--- src/drv_seg_pkg.sv ---
/*
  Constants for the driver segment and field threshold register group:
  register offsets, field positions, reset values, enumerations.
  Assumes nothing of its surroundings; imported by every design file.
*/
`default_nettype none

package drv_seg_pkg;

  localparam int unsigned ADDR_W = 8;
  localparam int unsigned DATA_W = 8;

  localparam logic [7:0] CAL_RESULT_OFFSET = 8'h25;
  localparam logic [7:0] AM_MASK_OFFSET    = 8'h26;
  localparam logic [7:0] NORMAL_MASK_OFFSET = 8'h27;
  localparam logic [7:0] THRESHOLD_OFFSET  = 8'h29;
  localparam logic [7:0] CONTROL_OFFSET    = 8'h24;

  localparam logic [7:0] CAL_RESULT_RESET  = 8'h00;
  localparam logic [7:0] CAL_FAIL_VALUE    = 8'hFF;
  localparam logic [7:0] MASK_RESET        = 8'h00;
  localparam logic [7:0] ALL_SEGMENTS_OFF  = 8'hFF;

  localparam int unsigned PEER_CODE_LSB    = 4;
  localparam int unsigned PEER_CODE_MSB    = 6;
  localparam int unsigned COLL_CODE_LSB    = 0;
  localparam int unsigned COLL_CODE_MSB    = 3;
  localparam logic [2:0]  PEER_CODE_RESET  = 3'h3;
  localparam logic [3:0]  COLL_CODE_RESET  = 4'h3;
  localparam logic [7:0]  THRESHOLD_USED   = 8'h7F;

  localparam int unsigned AM_SELECT_BIT    = 7;
  localparam logic [7:0]  CONTROL_USED     = 8'h80;
  localparam logic [7:0]  READ_IDLE        = 8'h00;

  typedef enum logic [1:0] {
    SRC_CAL,
    SRC_MASK
  } am_source_e;

endpackage : drv_seg_pkg

`default_nettype wire

--- src/drv_seg_regs.sv ---
/*
  Register bank for the antenna driver segment masks, the calibration
  result display and the external field detector thresholds.
  Assumes a single-cycle register port (read data one cycle after the
  read strobe), a calibration sequencer that pulses done/fail with its
  result, and a default-setting command pulse from the command decoder.
*/
`timescale 1ns/10ps
`default_nettype none

module drv_seg_regs
  import drv_seg_pkg::*;
(
  input  wire logic                clock,
  input  wire logic                rst,
  input  wire logic [ADDR_W-1:0]   reg_addr,
  input  wire logic [DATA_W-1:0]   reg_wdata,
  input  wire logic                reg_write,
  input  wire logic                reg_read,
  output logic      [DATA_W-1:0]   reg_rdata,
  input  wire logic                set_default,
  input  wire logic                cal_done,
  input  wire logic                cal_fail,
  input  wire logic [7:0]          cal_value,
  input  wire logic                modulated,
  output logic      [7:0]          segment_enable,
  output logic                     drivers_tristate,
  output logic      [2:0]          peer_detect_level_code,
  output logic      [3:0]          collision_avoid_level_code,
  output logic                     am_level_select
);

  // Address decode shared by the write strobes and the read checks
  function automatic logic hit(input logic [7:0] addr, input logic [7:0] offset);
    hit = (addr == offset);
  endfunction

  function automatic logic is_mapped(input logic [7:0] addr);
    is_mapped = hit(addr, CAL_RESULT_OFFSET) || hit(addr, AM_MASK_OFFSET)
      || hit(addr, NORMAL_MASK_OFFSET) || hit(addr, THRESHOLD_OFFSET)
      || hit(addr, CONTROL_OFFSET);
  endfunction

  logic [7:0] cal_result_reg;
  logic [7:0] cal_result_next;
  logic [7:0] am_mask_reg;
  logic [7:0] am_mask_next;
  logic [7:0] normal_mask_reg;
  logic [7:0] normal_mask_next;
  logic [2:0] peer_reg;
  logic [2:0] peer_next;
  logic [3:0] coll_reg;
  logic [3:0] coll_next;
  logic       select_reg;
  logic       select_next;
  logic [7:0] rdata_reg;
  logic [7:0] rdata_next;
  logic       wr_am;
  logic       wr_normal;
  logic       wr_thr;
  logic       wr_ctl;

  always_comb begin
    wr_am     = reg_write && hit(reg_addr, AM_MASK_OFFSET);
    wr_normal = reg_write && hit(reg_addr, NORMAL_MASK_OFFSET);
    wr_thr    = reg_write && hit(reg_addr, THRESHOLD_OFFSET);
    wr_ctl    = reg_write && hit(reg_addr, CONTROL_OFFSET);
  end

  // Calibration result: only the sequencer and the default command write it, the bus cannot
  always_comb begin
    cal_result_next = cal_result_reg;
    if (set_default) begin
      cal_result_next = CAL_RESULT_RESET;
    end else if (cal_fail) begin
      cal_result_next = CAL_FAIL_VALUE;
    end else if (cal_done) begin
      cal_result_next = cal_value;
    end
  end

  always_ff @(posedge clock) begin
    if (rst) begin
      cal_result_reg <= CAL_RESULT_RESET;
    end else begin
      cal_result_reg <= cal_result_next;
    end
  end

  // Writable configuration; the default command wins over a same-cycle write
  always_comb begin
    am_mask_next     = am_mask_reg;
    normal_mask_next = normal_mask_reg;
    peer_next        = peer_reg;
    coll_next        = coll_reg;
    select_next      = select_reg;
    if (set_default) begin
      am_mask_next     = MASK_RESET;
      normal_mask_next = MASK_RESET;
      peer_next        = PEER_CODE_RESET;
      coll_next        = COLL_CODE_RESET;
      select_next      = 1'b0;
    end else begin
      if (wr_am) begin
        am_mask_next = reg_wdata;
      end
      if (wr_normal) begin
        normal_mask_next = reg_wdata;
      end
      if (wr_thr) begin
        peer_next = reg_wdata[PEER_CODE_MSB:PEER_CODE_LSB];
        coll_next = reg_wdata[COLL_CODE_MSB:COLL_CODE_LSB];
      end
      if (wr_ctl) begin
        select_next = reg_wdata[AM_SELECT_BIT];
      end
    end
  end

  always_ff @(posedge clock) begin
    if (rst) begin
      am_mask_reg     <= MASK_RESET;
      normal_mask_reg <= MASK_RESET;
      peer_reg        <= PEER_CODE_RESET;
      coll_reg        <= COLL_CODE_RESET;
      select_reg      <= 1'b0;
    end else begin
      am_mask_reg     <= am_mask_next;
      normal_mask_reg <= normal_mask_next;
      peer_reg        <= peer_next;
      coll_reg        <= coll_next;
      select_reg      <= select_next;
    end
  end

  // Read port; unmapped addresses and unused bits read as zero
  always_comb begin
    rdata_next = READ_IDLE;
    if (reg_read) begin
      case (reg_addr)
        CAL_RESULT_OFFSET:  rdata_next = cal_result_reg;
        AM_MASK_OFFSET:     rdata_next = am_mask_reg;
        NORMAL_MASK_OFFSET: rdata_next = normal_mask_reg;
        THRESHOLD_OFFSET:   rdata_next = {1'b0, peer_reg, coll_reg};
        CONTROL_OFFSET:     rdata_next = {select_reg, 7'h00};
        default:            rdata_next = READ_IDLE;
      endcase
    end
  end

  always_ff @(posedge clock) begin
    if (rst) begin
      rdata_reg <= READ_IDLE;
    end else begin
      rdata_reg <= rdata_next;
    end
  end

  assign reg_rdata                  = rdata_reg;
  assign peer_detect_level_code     = peer_reg;
  assign collision_avoid_level_code = coll_reg;
  assign am_level_select            = select_reg;

  // Result bits are segment-off marks, applied when modulated with level select clear
  // Bit order keeps the 2..256 Ohm binary weighting
  drv_seg_select u_select (
    .clock            (clock),
    .rst              (rst),
    .modulated        (modulated),
    .am_level_select  (select_reg),
    .cal_mask         (cal_result_reg),
    .am_mask          (am_mask_reg),
    .normal_mask      (normal_mask_reg),
    .segment_enable   (segment_enable),
    .drivers_tristate (drivers_tristate)
  );

  // Bit i of a mask removes the segment of nominal weight 2^(8-i) Ohm;
  // a bit that steered its neighbour would break the binary weighting
  for (genvar i = 0; i < 8; i++) begin : g_seg_bit

  end
endmodule // drv_seg_regs

`default_nettype wire

--- src/drv_seg_select.sv ---
/*
  Segment enable selector: picks the mask that applies to the present
  transmitter state and turns it into active-high segment enables.
  Assumes masks come straight from registers; output is a flip-flop.
*/
`timescale 1ns/10ps
`default_nettype none

module drv_seg_select
  import drv_seg_pkg::*;
(
  input  wire logic        clock,
  input  wire logic        rst,
  input  wire logic        modulated,
  input  wire logic        am_level_select,
  input  wire logic [7:0]  cal_mask,
  input  wire logic [7:0]  am_mask,
  input  wire logic [7:0]  normal_mask,
  output logic      [7:0]  segment_enable,
  output logic             drivers_tristate
);

  logic [7:0] enable_reg;
  logic [7:0] enable_next;
  logic       tri_reg;
  logic       tri_next;
  logic [7:0] mask_sel;

  always_comb begin
    if (!modulated) begin
      mask_sel = normal_mask;
    end else if (am_level_select) begin
      mask_sel = am_mask;
    end else begin
      mask_sel = cal_mask;
    end
    enable_next = ~mask_sel;
    tri_next    = (normal_mask == ALL_SEGMENTS_OFF);
  end

  always_ff @(posedge clock) begin
    if (rst) begin
      enable_reg <= 8'hFF;
      tri_reg    <= 1'b0;
    end else begin
      enable_reg <= enable_next;
      tri_reg    <= tri_next;
    end
  end

  assign segment_enable   = enable_reg;
  assign drivers_tristate = tri_reg;
endmodule // drv_seg_select

`default_nettype wire

--- config.mk ---
export PLATFORM = sky130hd
export DESIGN_NAME = drv_seg_regs
export DESIGN_NICKNAME = d
export VERILOG_FILES = /design/src/drv_seg_pkg.sv /design/src/drv_seg_regs.sv /design/src/drv_seg_select.sv
export SDC_FILE = /design/constraint.sdc
export NUM_CORES = 1
export LEC_CHECK = 0
export ABC_AREA = 1
export BUFFER_PORTS_ARGS = -buffer_cell sky130_fd_sc_hd__buf_2
export CAP_MARGIN = 20
export CORE_ASPECT_RATIO = 1.4
export CORE_MARGIN = 3
export CORE_UTILIZATION = 45
export CTS_CLUSTER_DIAMETER = 30
export CTS_CLUSTER_SIZE = 20
export DETAILED_ROUTE_END_ITERATION = 8
export MAX_ROUTING_LAYER = met4
export PLACE_DENSITY_LB_ADDON = 0.2
export SYNTH_ARGS = -nofsm -noshare
export SYNTH_HDL_FRONTEND = slang
export SYNTH_SLANG_ARGS = --single-unit
export TNS_END_PERCENT = 10
--- constraint.sdc ---
create_clock -name clock -period 1 [get_ports clock]
set_input_delay 0.1 -clock clock [delete_from_list [all_inputs] [get_ports clock]]
set_output_delay 0.1 -clock clock [all_outputs]
set_load 0.005 [all_outputs]
==> metrics.txt, run 1 <==
Async SR Flop Fraction=0%; setup slack, reg-to-reg=approximately 60 ps; sequential fraction of the synthesis area=a little over two fifths; Fillers=between 400 and 500; DRT antenna net count=0; # clock sinks=a little under 50; placed cells=409; worst-path cell chain=buf_6 -> buf_2; Clock Skew=between 5 and 6 ps; Gate power share=slightly above 10%; mux cell area share after synthesis=0%; clk buf depth=2; RR Startpoint=am_level_select; Clock Pin Slew Worst Setup and Hold Paths=~80 ps; via/cell ratio=just under 5; sequential power share=57.6%; GPL Wtd Cong=approximately 0.81; # DRC=0; root buffer cell=clkbuf_8; nets=just under 400; Worst-Margin Slew=around 280 ps; complex-gate fraction of the synthesized area=17.1%; Worst Path Required=about 900 ps; clock latency on the worst-skew pair=290 ps; Power Density=1260 mW/mm^2; syn nets=about 320; switching share of total power=a little under a quarter; Area Growth Syn to Fin=22.6%; initial antenna violation count=0; Setup CP Type=reg2out; via count=just over 2000; Avg Cell Area, Syn=7.79 um^2; R2R Path End=u_select.segment_enable[4]; register bit total from synthesis=49; unrepaired setup endpoints after global routing=true; HP Class=in2reg; net load switching power=roughly 790 uW; 1st-pass router iterations=4; post-route non-filler standard cell count=418; Antenna diodes=0; Die Span Y=between 80 and 90 um; num ports=57; Startpoint Class=register; power consumption=3460 uW; simple-gate area share of the yosys netlist=between 20% and 30%; multi-input logic area=about 0.001 mm^2; Routed WL per cell=~12 um; CTS tree=done; Post-synth EDFFs=0; largest net degree at the start of global routing=26; Synth Area in Adders=0%; Core Area=between 0.004 and 0.005 mm^2; CP Capture Type=output pin; CP max-delay cell=dfxtp_2; CTS HTree Levels=2; Slew headroom=about four fifths; final WL=roughly 5100 um; Initial Util=approximately half; Cells after Synth=roughly 290; sequential cell area=982 um^2; Worst Setup EP=am_level_select; combinational family with the most area after synthesis=simple AND/OR/NAND/NOR gates; WP data arrival=between 800 and 900 ps; LEAKAGE=0.00121 uW; DIE AREA=~0.006 mm^2; Hold Buf Count CTS=0; global route total overflow=0; post-DP HPWL=~4100 um; vias in the first global route=approximately 1800; synthesized area=about 0.0022 mm^2; Total GRT Usage=19.1%; CP Max Fanout=4; CP Launch Point=am_level_select; total CTS buffers=5; CP max stage delay=about 330 ps; row count=29; fmax=about 1100 MHz; Slew Limit Fails=0; Yosys warning count=0; minimum clock period=951 ps; status=finished clean; Worst IR Drop VDD=between 800 and 900 uV; first-pass GRT wire length=8450 um; Max-Cap Viols=0; cell depth of the worst flop-to-flop path=4; DRT iter0 DRCs=67; Clock Power Share=~32%; Fin. Hold Viols=0; endpoints failing setup=0; layout cell share with drive strength beyond 1=between 20% and 30%; xor-xnor portion of the synthesized cell area=0%; Die Span X=about 66 um; Period Utilization, post-route=a little over nine tenths; Synth cell types=25; Internal=roughly 2700 uW; PortBufs=56; Top FF cell, synth=dfxtp_1
-- per-stage QoR --
stage | worst slack (ps) | util, % | cell area [um^2] | hold slack [ps] | TNS (ps)
global placement | -128 | 56.6 | 2630 | 329 | -2340
finish | 49.4 | 59.0 | 2740 | 37.0 | 0
floorplan | 6.75 | - | 2230 | 177 | 0
global route | -10.0 | 59.0 | 2740 | 35.8 | -27.2
detailed placement | -132 | 56.6 | 2630 | 342 | -3030
CTS | 35.8 | 58.9 | 2740 | 28.8 | 0
-- per-layer routing --
| layer | part of all wire, % | global-route usage (%) | wire length [um] |
|---|---|---|---|
| met5 | 0 | - | 0 |
| met4 | 0.94 | 4.53 | 48 |
| met3 | 5.4 | 3.77 | 277 |
| met2 | 49 | 32.4 | 2520 |
| met1 | 45 | 23.3 | 2280 |
-- power by group through the flow --
| stage | Combinational, uW | Clock, uW | Sequential (uW) |
|---|---|---|---|
| 6_report | 348 | 1120 | 1990 |
| 5_1_grt | 391 | 1220 | 2000 |
| 4_1_cts | 349 | 1150 | 1990 |
| 3_5_place_dp | 347 | 0 | 2040 |
| 3_3_place_gp | 343 | 0 | 2040 |
| 2_1_floorplan | 187 | 0 | 2040 |
-- cell families after synthesis --
group                  count (synthesis)
buffers and inverters                 53
AO/OA/AOI/OAI                         65
flip-flops                            49
AND/OR/NAND/NOR                      120
-- worst max-delay path, delay by kind of cell (launching register included) --
family | cells | cell delay (ps)
buf+inv | 2 | 240
flops | 1 | 330
-- cells in the mapped netlist (6+ instances only) --
library cell | instances | area, um^2
a21oi_1 | 23 | 115
dfxtp_1 | 49 | 981
inv_1 | 40 | 150
nand2_1 | 32 | 120
nand3_1 | 37 | 185
nor2_1 | 35 | 131
o211ai_1 | 6 | 45.0
o21ai_0 | 17 | 85.1
o21ai_1 | 8 | 40.0
o221ai_1 | 8 | 70.1
-- worst min-delay path by stage --
| stage | cells after the start | slack, ps | to | startpoint |
|---|---|---|---|---|
| after floorplan | 1 | 180 | u_select.drivers_tristate | rst |
| after global placement | 3 | 330 | collision_avoid_level_code[1] | reg_wdata[1] |
| after detailed placement | 3 | 340 | collision_avoid_level_code[1] | reg_wdata[1] |
| after CTS | 2 | 30 | u_select.drivers_tristate | rst |
| after global routing | 2 | 40 | u_select.drivers_tristate | rst |
| final | 2 | 40 | u_select.drivers_tristate | rst |
-- what timing repair did --
| action | in CTS | in global routing |
|---|---|---|
| gates resized for setup | 1 | 4 |
| endpoints found under the setup margin | 1 | 7 |
| endpoints found under the hold margin | 0 | 0 |
| cloned | 0 | 0 |
| buffers inserted | 2 | 0 |
-- placed cells by master, fill, tap and decap left out, types with 4 or more instances in the layout --
master	n
a21oi_1	23
buf_2	56
buf_4	14
clkbuf_8	6
dfxtp_1	48
inv_1	40
nand2_1	32
nand2_2	4
nand3_1	37
nor2_1	34
nor2_8	4
o211ai_1	6
o21ai_0	15
o21ai_1	10
o221ai_1	8
-- area by class of cell --
cell class / instances / area share, %
clock buffers: 7 / 3.15
well taps: 62 / 2.83
flip-flops and latches: 49 / 35.9
multi-input cells: 185 / 37.0
inverters: 43 / 5.94
repair buffers: 72 / 15.2
(Power assumes the default switching activity.)
==> inputs of run 2 (changes only) <==
Settings changed: ABC_AREA 1 to default.
==> metrics.txt, run 2 <==
final setup margin=-71.9 ps (-121 ps); Yosys top cell by area=dfxtp_1; Initial Util=47.1% (-1.1 points); vias in the first global route=2257 (+23%); final WL=7020 um (+37%); Total GRT Usage=24.5% (+5.5 points); violated checks=negative setup slack; first-pass GRT wire length=11000 um (+30%); Die Span Y=90.5 um (+1.3%); setup slack, reg-to-reg=-60 ps (-120 ps); DRT antenna net count=0 (unchanged); DP Worst Slack=-427 ps (-295 ps); Async SR Flop Fraction=0% (unchanged); via count=2337 (+16%); CTS tree=done; status=finished, violations left; clock latency on the worst-skew pair=310 ps (+20 ps); DRT iter0 DRCs=105 (+57%); Core Area=0.00488 mm^2 (+5.1%); Routed WL per cell=17.9 um (+45%); WP data arrival=970 ps (+120 ps); Cells after Synth=257 (-10%); post-DP HPWL=5120 um (+26%); CP Max Fanout=2 (-2); Post-synth EDFFs=0 (unchanged); Avg Cell Area, Syn=8.93 um^2 (+15%); minimum clock period=1070 ps (+121 ps); Hold Buf Count CTS=0 (unchanged); via/cell ratio=5.95 (+23%); Power Density=1290 mW/mm^2 (+1.8%); Synth cell types=34 (+36%); Setup CP Type=reg2out; Slew Limit Fails=0 (unchanged); global route total overflow=0 (unchanged); Yosys warning count=0 (unchanged); Worst-Margin Slew=711 ps (+433 ps); most numerous cell in the Yosys netlist=dfxtp_1; placed cell areas=0.00282 mm^2 (+7.4%); Antenna diodes=0 (unchanged); Clock Skew=9.51 ps (+4.13 ps); DIE AREA=0.00601 mm^2 (+2.5%); synthesized area=0.00230 mm^2 (+2.7%); Slew headroom=52.6% (-29 points); synth cell count leaders=dfxtp_1 (49), nand4_1 (22), nand3_1 (21); Area Growth Syn to Fin=39.2%; register bit total from synthesis=49 (unchanged); nets=360 (-7.2%); root buffer cell=clkbuf_8; HP Class=in2reg; Top FF cell, synth=dfxtp_1; GPL Wtd Cong=0.939 (+15%); Synth top area share=42.7% (-1.2 points); syn nets=289 (-9.4%); Fin. Hold Viols=0 (unchanged); sequential fraction of the synthesis area=42.7% (-1.2 points); Die Span X=66.4 um (+1.2%); Startpoint Class=register; post-route cell area=0.00320 mm^2 (+17%); # DRC=0 (unchanged); total CTS buffers=5 (unchanged); 1st-pass router iterations=4 (unchanged); initial antenna violation count=0 (unchanged); endpoints failing setup=21 (+21); # clock sinks=49 (unchanged); LEAKAGE=0.00117 uW (-3.9%); Clock Pin Slew Worst Setup and Hold Paths=90 ps (about the same); Worst IR Drop VDD=826 uV (-6.8%); unrepaired setup endpoints after global routing=true; clk buf depth=2 (unchanged); largest net degree at the start of global routing=28 (+7.7%); top post-synthesis cells by area=dfxtp_1 (43%), o31ai_1 (6.2%), nand4_1 (6.0%); PortBufs=56 (unchanged); layout cell share with drive strength beyond 1=45.3% (+18 points); CP Capture Type=output pin; CTS HTree Levels=2 (unchanged); commonest cells after routing, fill and taps aside=buf_2 (53), dfxtp_1 (43), buf_4 (29); Period Utilization, post-route=107% (+12 points); most common cell after layout, fill and taps aside=buf_2; Max-Cap Viols=0 (unchanged); Worst Path Required=900 ps (about the same); fmax=933 MHz (-11%); row count=30 (+3.4%); num ports=57 (unchanged)
-- run 2: cell count changes in the layout (fill, tap and decap cells not counted), sizes merged, moves of 9 or more --
cell	before	now
inv	41	1
nor2	40	11
nand2	37	11
o21ai	25	4
buf	72	92
nand4	2	22
nand3	40	21
o31ai	0	19
a31oi	0	11
mux2i	0	9
nor2b	0	9
-- run 2: layer usage --
metal / track usage (%) / wire length [um] / vias to the layer above
met5: - / 0 / -
met4: 7.46 / 123 / 0
li1: - / - / 1122
met3: 4.48 / 342 / 11
met1: 28.1 / 2750 / 1124
met2: 42.5 / 3800 / 80
-- run 2: power breakdown --
part	switching, uW	total (uW)	internal [uW]
Clock	657	1650	993
Sequential	19.6	2000	1980
Combinational	260	458	198
Total	936	4110	3180
-- run 2: repair_timing --
item                                    CTS  global route
setup buffers                             1             0
resized for setup                        30            21
pin swaps                                 6            10
endpoints found under the setup margin   36            39
-- run 2: final cells by class --
class / instances / area, um^2
multi-input cells: 178 / 1360
flip-flops and latches: 49 / 988
clock inverters: 3 / 65.1
repair buffers: 92 / 631
well taps: 64 / 80.1
fillers: 427 / 1680
clock buffers: 5 / 68.8
inverters: 2 / 7.51
-- run 2: through the flow --
stage / setup TNS, ps / util [%] / cells / hold slack (ps) / total power (uW)
after global placement: -11270 / 57.9 / 384 / 328 / 2450
after CTS: -324 / 63.7 / 393 / 20.8 / 4100
after floorplan: -7680 / - / 257 / 176 / 2260
final: -610 / 65.5 / 393 / 16.4 / 4110
after global routing: -1580 / 65.5 / 393 / 29.9 / 4230
after detailed placement: -11700 / 57.9 / 384 / 339 / 2460
-- run 2: final timing paths --
check	from	end	depth (start not counted)
worst min-delay path	cal_value[5]	cal_result_reg[5]	3
worst min register to register	collision_avoid_level_code[2]	collision_avoid_level_code[2]	2
worst max-delay path	am_level_select	am_level_select	3
worst max register to register	normal_mask_reg[7]	reg_rdata[7]	3
-- run 2: logic make-up after synthesis --
group / share of synthesized area [%]
simple gates: 23.2
compound gates: 20.2
flops: 42.7
buf+inv: 6.10
mux: 7.85
-- run 2: worst max-delay path: stages (launching register included) --
cell and delay [ps]:
dfxtp_2 340, buf_6 130, buf_6 110, buf_6 100
==> inputs of run 3 (changes only) <==
Settings changed: CORE_MARGIN 3 to default.
==> metrics.txt, run 3 (synthesis gave the netlist of run 2 again) <==
critical path depth=5 (+2); clock latency on the worst-skew pair=310 ps (about the same); CTS HTree Levels=2 (unchanged); minimum clock period=1080 ps (+3.33 ps); largest net degree at the start of global routing=28 (unchanged); root buffer cell=clkbuf_8; row count=30 (unchanged); Die Span Y=86.5 um (-4.4%); Clock Pin Slew Worst Setup and Hold Paths=90 ps (about the same); layout cell share with drive strength beyond 1=39.8% (-5.5 points); final setup margin=-75.2 ps (-3.33 ps); CP Capture Type=register; Worst IR Drop VDD=879 uV (+6.4%); delay-heaviest family, CP=simple AND/OR/NAND/NOR gates; CP Launch Point=reg_addr[4]; worst-path cell chain=buf_6 -> or4b_4 -> buf_12 -> nor4_2 -> o21ai_0; DIE AREA=0.00540 mm^2 (-10%); Most Crowded Layer GR=met2; HP Class=in2reg; cell depth of the worst flop-to-flop path=3 (unchanged); CP Max Fanout=23 (+21); power consumption=3710 uW (-9.7%); Period Utilization, post-route=108% (+0.33 points); Fillers=435 (+1.9%); via count=2325 (-0.51%); Area Growth Syn to Fin=34.1%; DRT iter0 DRCs=127 (+21%); vias in the first global route=2201 (-2.5%); Core Area=0.00488 mm^2 (unchanged); Die Span X=62.4 um (-6.0%); post-DP HPWL=4990 um (-2.7%); # DRC=0 (unchanged); CP max stage delay=540 ps (+200 ps); num ports=57 (unchanged); violated checks=negative setup slack; Initial Util=47.1% (unchanged); LEAKAGE=0.00113 uW (-2.9%); multi-input logic area=0.00130 mm^2 (-4.2%); fmax=930 MHz (-0.31%); # clock sinks=49 (unchanged); unrepaired setup endpoints after global routing=true; commonest cells after routing, fill and taps aside=buf_2 (54), dfxtp_1 (48), buf_4 (28); Routed WL per cell=17.5 um (-1.8%); via/cell ratio=5.95 (about the same); RR Startpoint=am_level_select; sequential cell area=982 um^2 (-0.63%); DRT antenna net count=0 (unchanged); first-pass GRT wire length=10800 um (-2.2%); status=finished, violations left; GPL Wtd Cong=0.885 (-5.8%); setup slack, reg-to-reg=-40 ps (+20 ps); 1st-pass router iterations=4 (unchanged); initial antenna violation count=0 (unchanged); Antenna diodes=0 (unchanged); GR Util met1=31.4% (+3.4 points); Worst Path Required=1180 ps (+280 ps); Total GRT Usage=27.3% (+2.7 points); Startpoint Class=primary input; Setup CP Type=in2reg; GR Layer Usage met2=45.5% (+3.0 points); Power Density=1210 mW/mm^2 (-6.2%); PortBufs=56 (unchanged); CP max-delay cell=or4b_4; Slew Limit Fails=0 (unchanged); final WL=6860 um (-2.3%); Hold Buf Count CTS=0 (unchanged); GR Util met3=4.08% (-0.40 points); CTS tree=done; Worst Hold Launch=cal_value[5]; Clock Skew=10.5 ps (+0.997 ps); global route total overflow=0 (unchanged); Slew headroom=48.7% (-3.9 points); most common cell after layout, fill and taps aside=buf_2; Max-Cap Viols=0 (unchanged); Final Core Density=63.1% (-2.4 points); Fin. Hold Viols=0 (unchanged); worst path bufs/invs=2 (-1); endpoints failing setup=20 (-4.8%); WP data arrival=1260 ps (+290 ps); nets=358 (-0.56%); final hold slack=29.9 ps (+13.6 ps); Min-Delay Path Depth=3 (unchanged); total CTS buffers=5 (unchanged); Worst-Margin Slew=769 ps (+57.9 ps); clk buf depth=2 (unchanged)
## run 3: cell count changes in the layout (fill, tap and decap cells not counted), sizes merged
cell and delta:
buf -2, bufinv -2, clkbuf +2
## run 3: final timing paths
check                                   to
min                      cal_result_reg[5]
max reg2reg                   reg_rdata[7]
max          collision_avoid_level_code[0]
min reg2reg      peer_detect_level_code[2]
## run 3: worst register-to-register path, cell delays in order (launching register included)
cell	delay [ps]
dfxtp_2	350
mux4_2	460
nand3_2	90
nor2_2	40
## run 3: what timing repair did
| item | 4_1_cts | 5_1_grt |
|---|---|---|
| endpoints found under the setup margin | 37 | 37 |
| pin swaps | 1 | 4 |
| gates resized for setup | 9 | 22 |
| buffers inserted | 0 | 0 |
## run 3: metrics by stage
stage / instances / setup TNS [ps] / setup slack [ps] / cell area (um^2)
2_1_floorplan: 257 / -7680 / -295 / 2320
3_3_place_gp: 383 / -11170 / -415 / 2830
3_5_place_dp: 383 / -11510 / -425 / 2830
4_1_cts: 391 / -581 / -70.5 / 2960
5_1_grt: 391 / -1660 / -115 / 3080
6_report: 391 / -626 / -75.2 / 3080
## run 3: report_power, final
group	internal (uW)	leakage [uW]	switching, uW
logic	195	0.000682	255
clock network	625	0.0000542	638
registers	1980	0.000399	17.8
## run 3: final cells by class
cell class / instances / share of cell area (%)
clock inverter: 1 / 0.163
multi-input combinational: 178 / 42.2
tap: 64 / 2.60
inverter: 2 / 0.244
timing repair buffer: 90 / 19.8
sequential: 49 / 31.9
clock buffer: 7 / 3.13
## run 3: metal layers
layer	vias to the layer above	share of wire, %
met5	-	0
met3	23	5.4
li1	1117	-
met4	0	4.2
met2	98	51
met1	1087	40
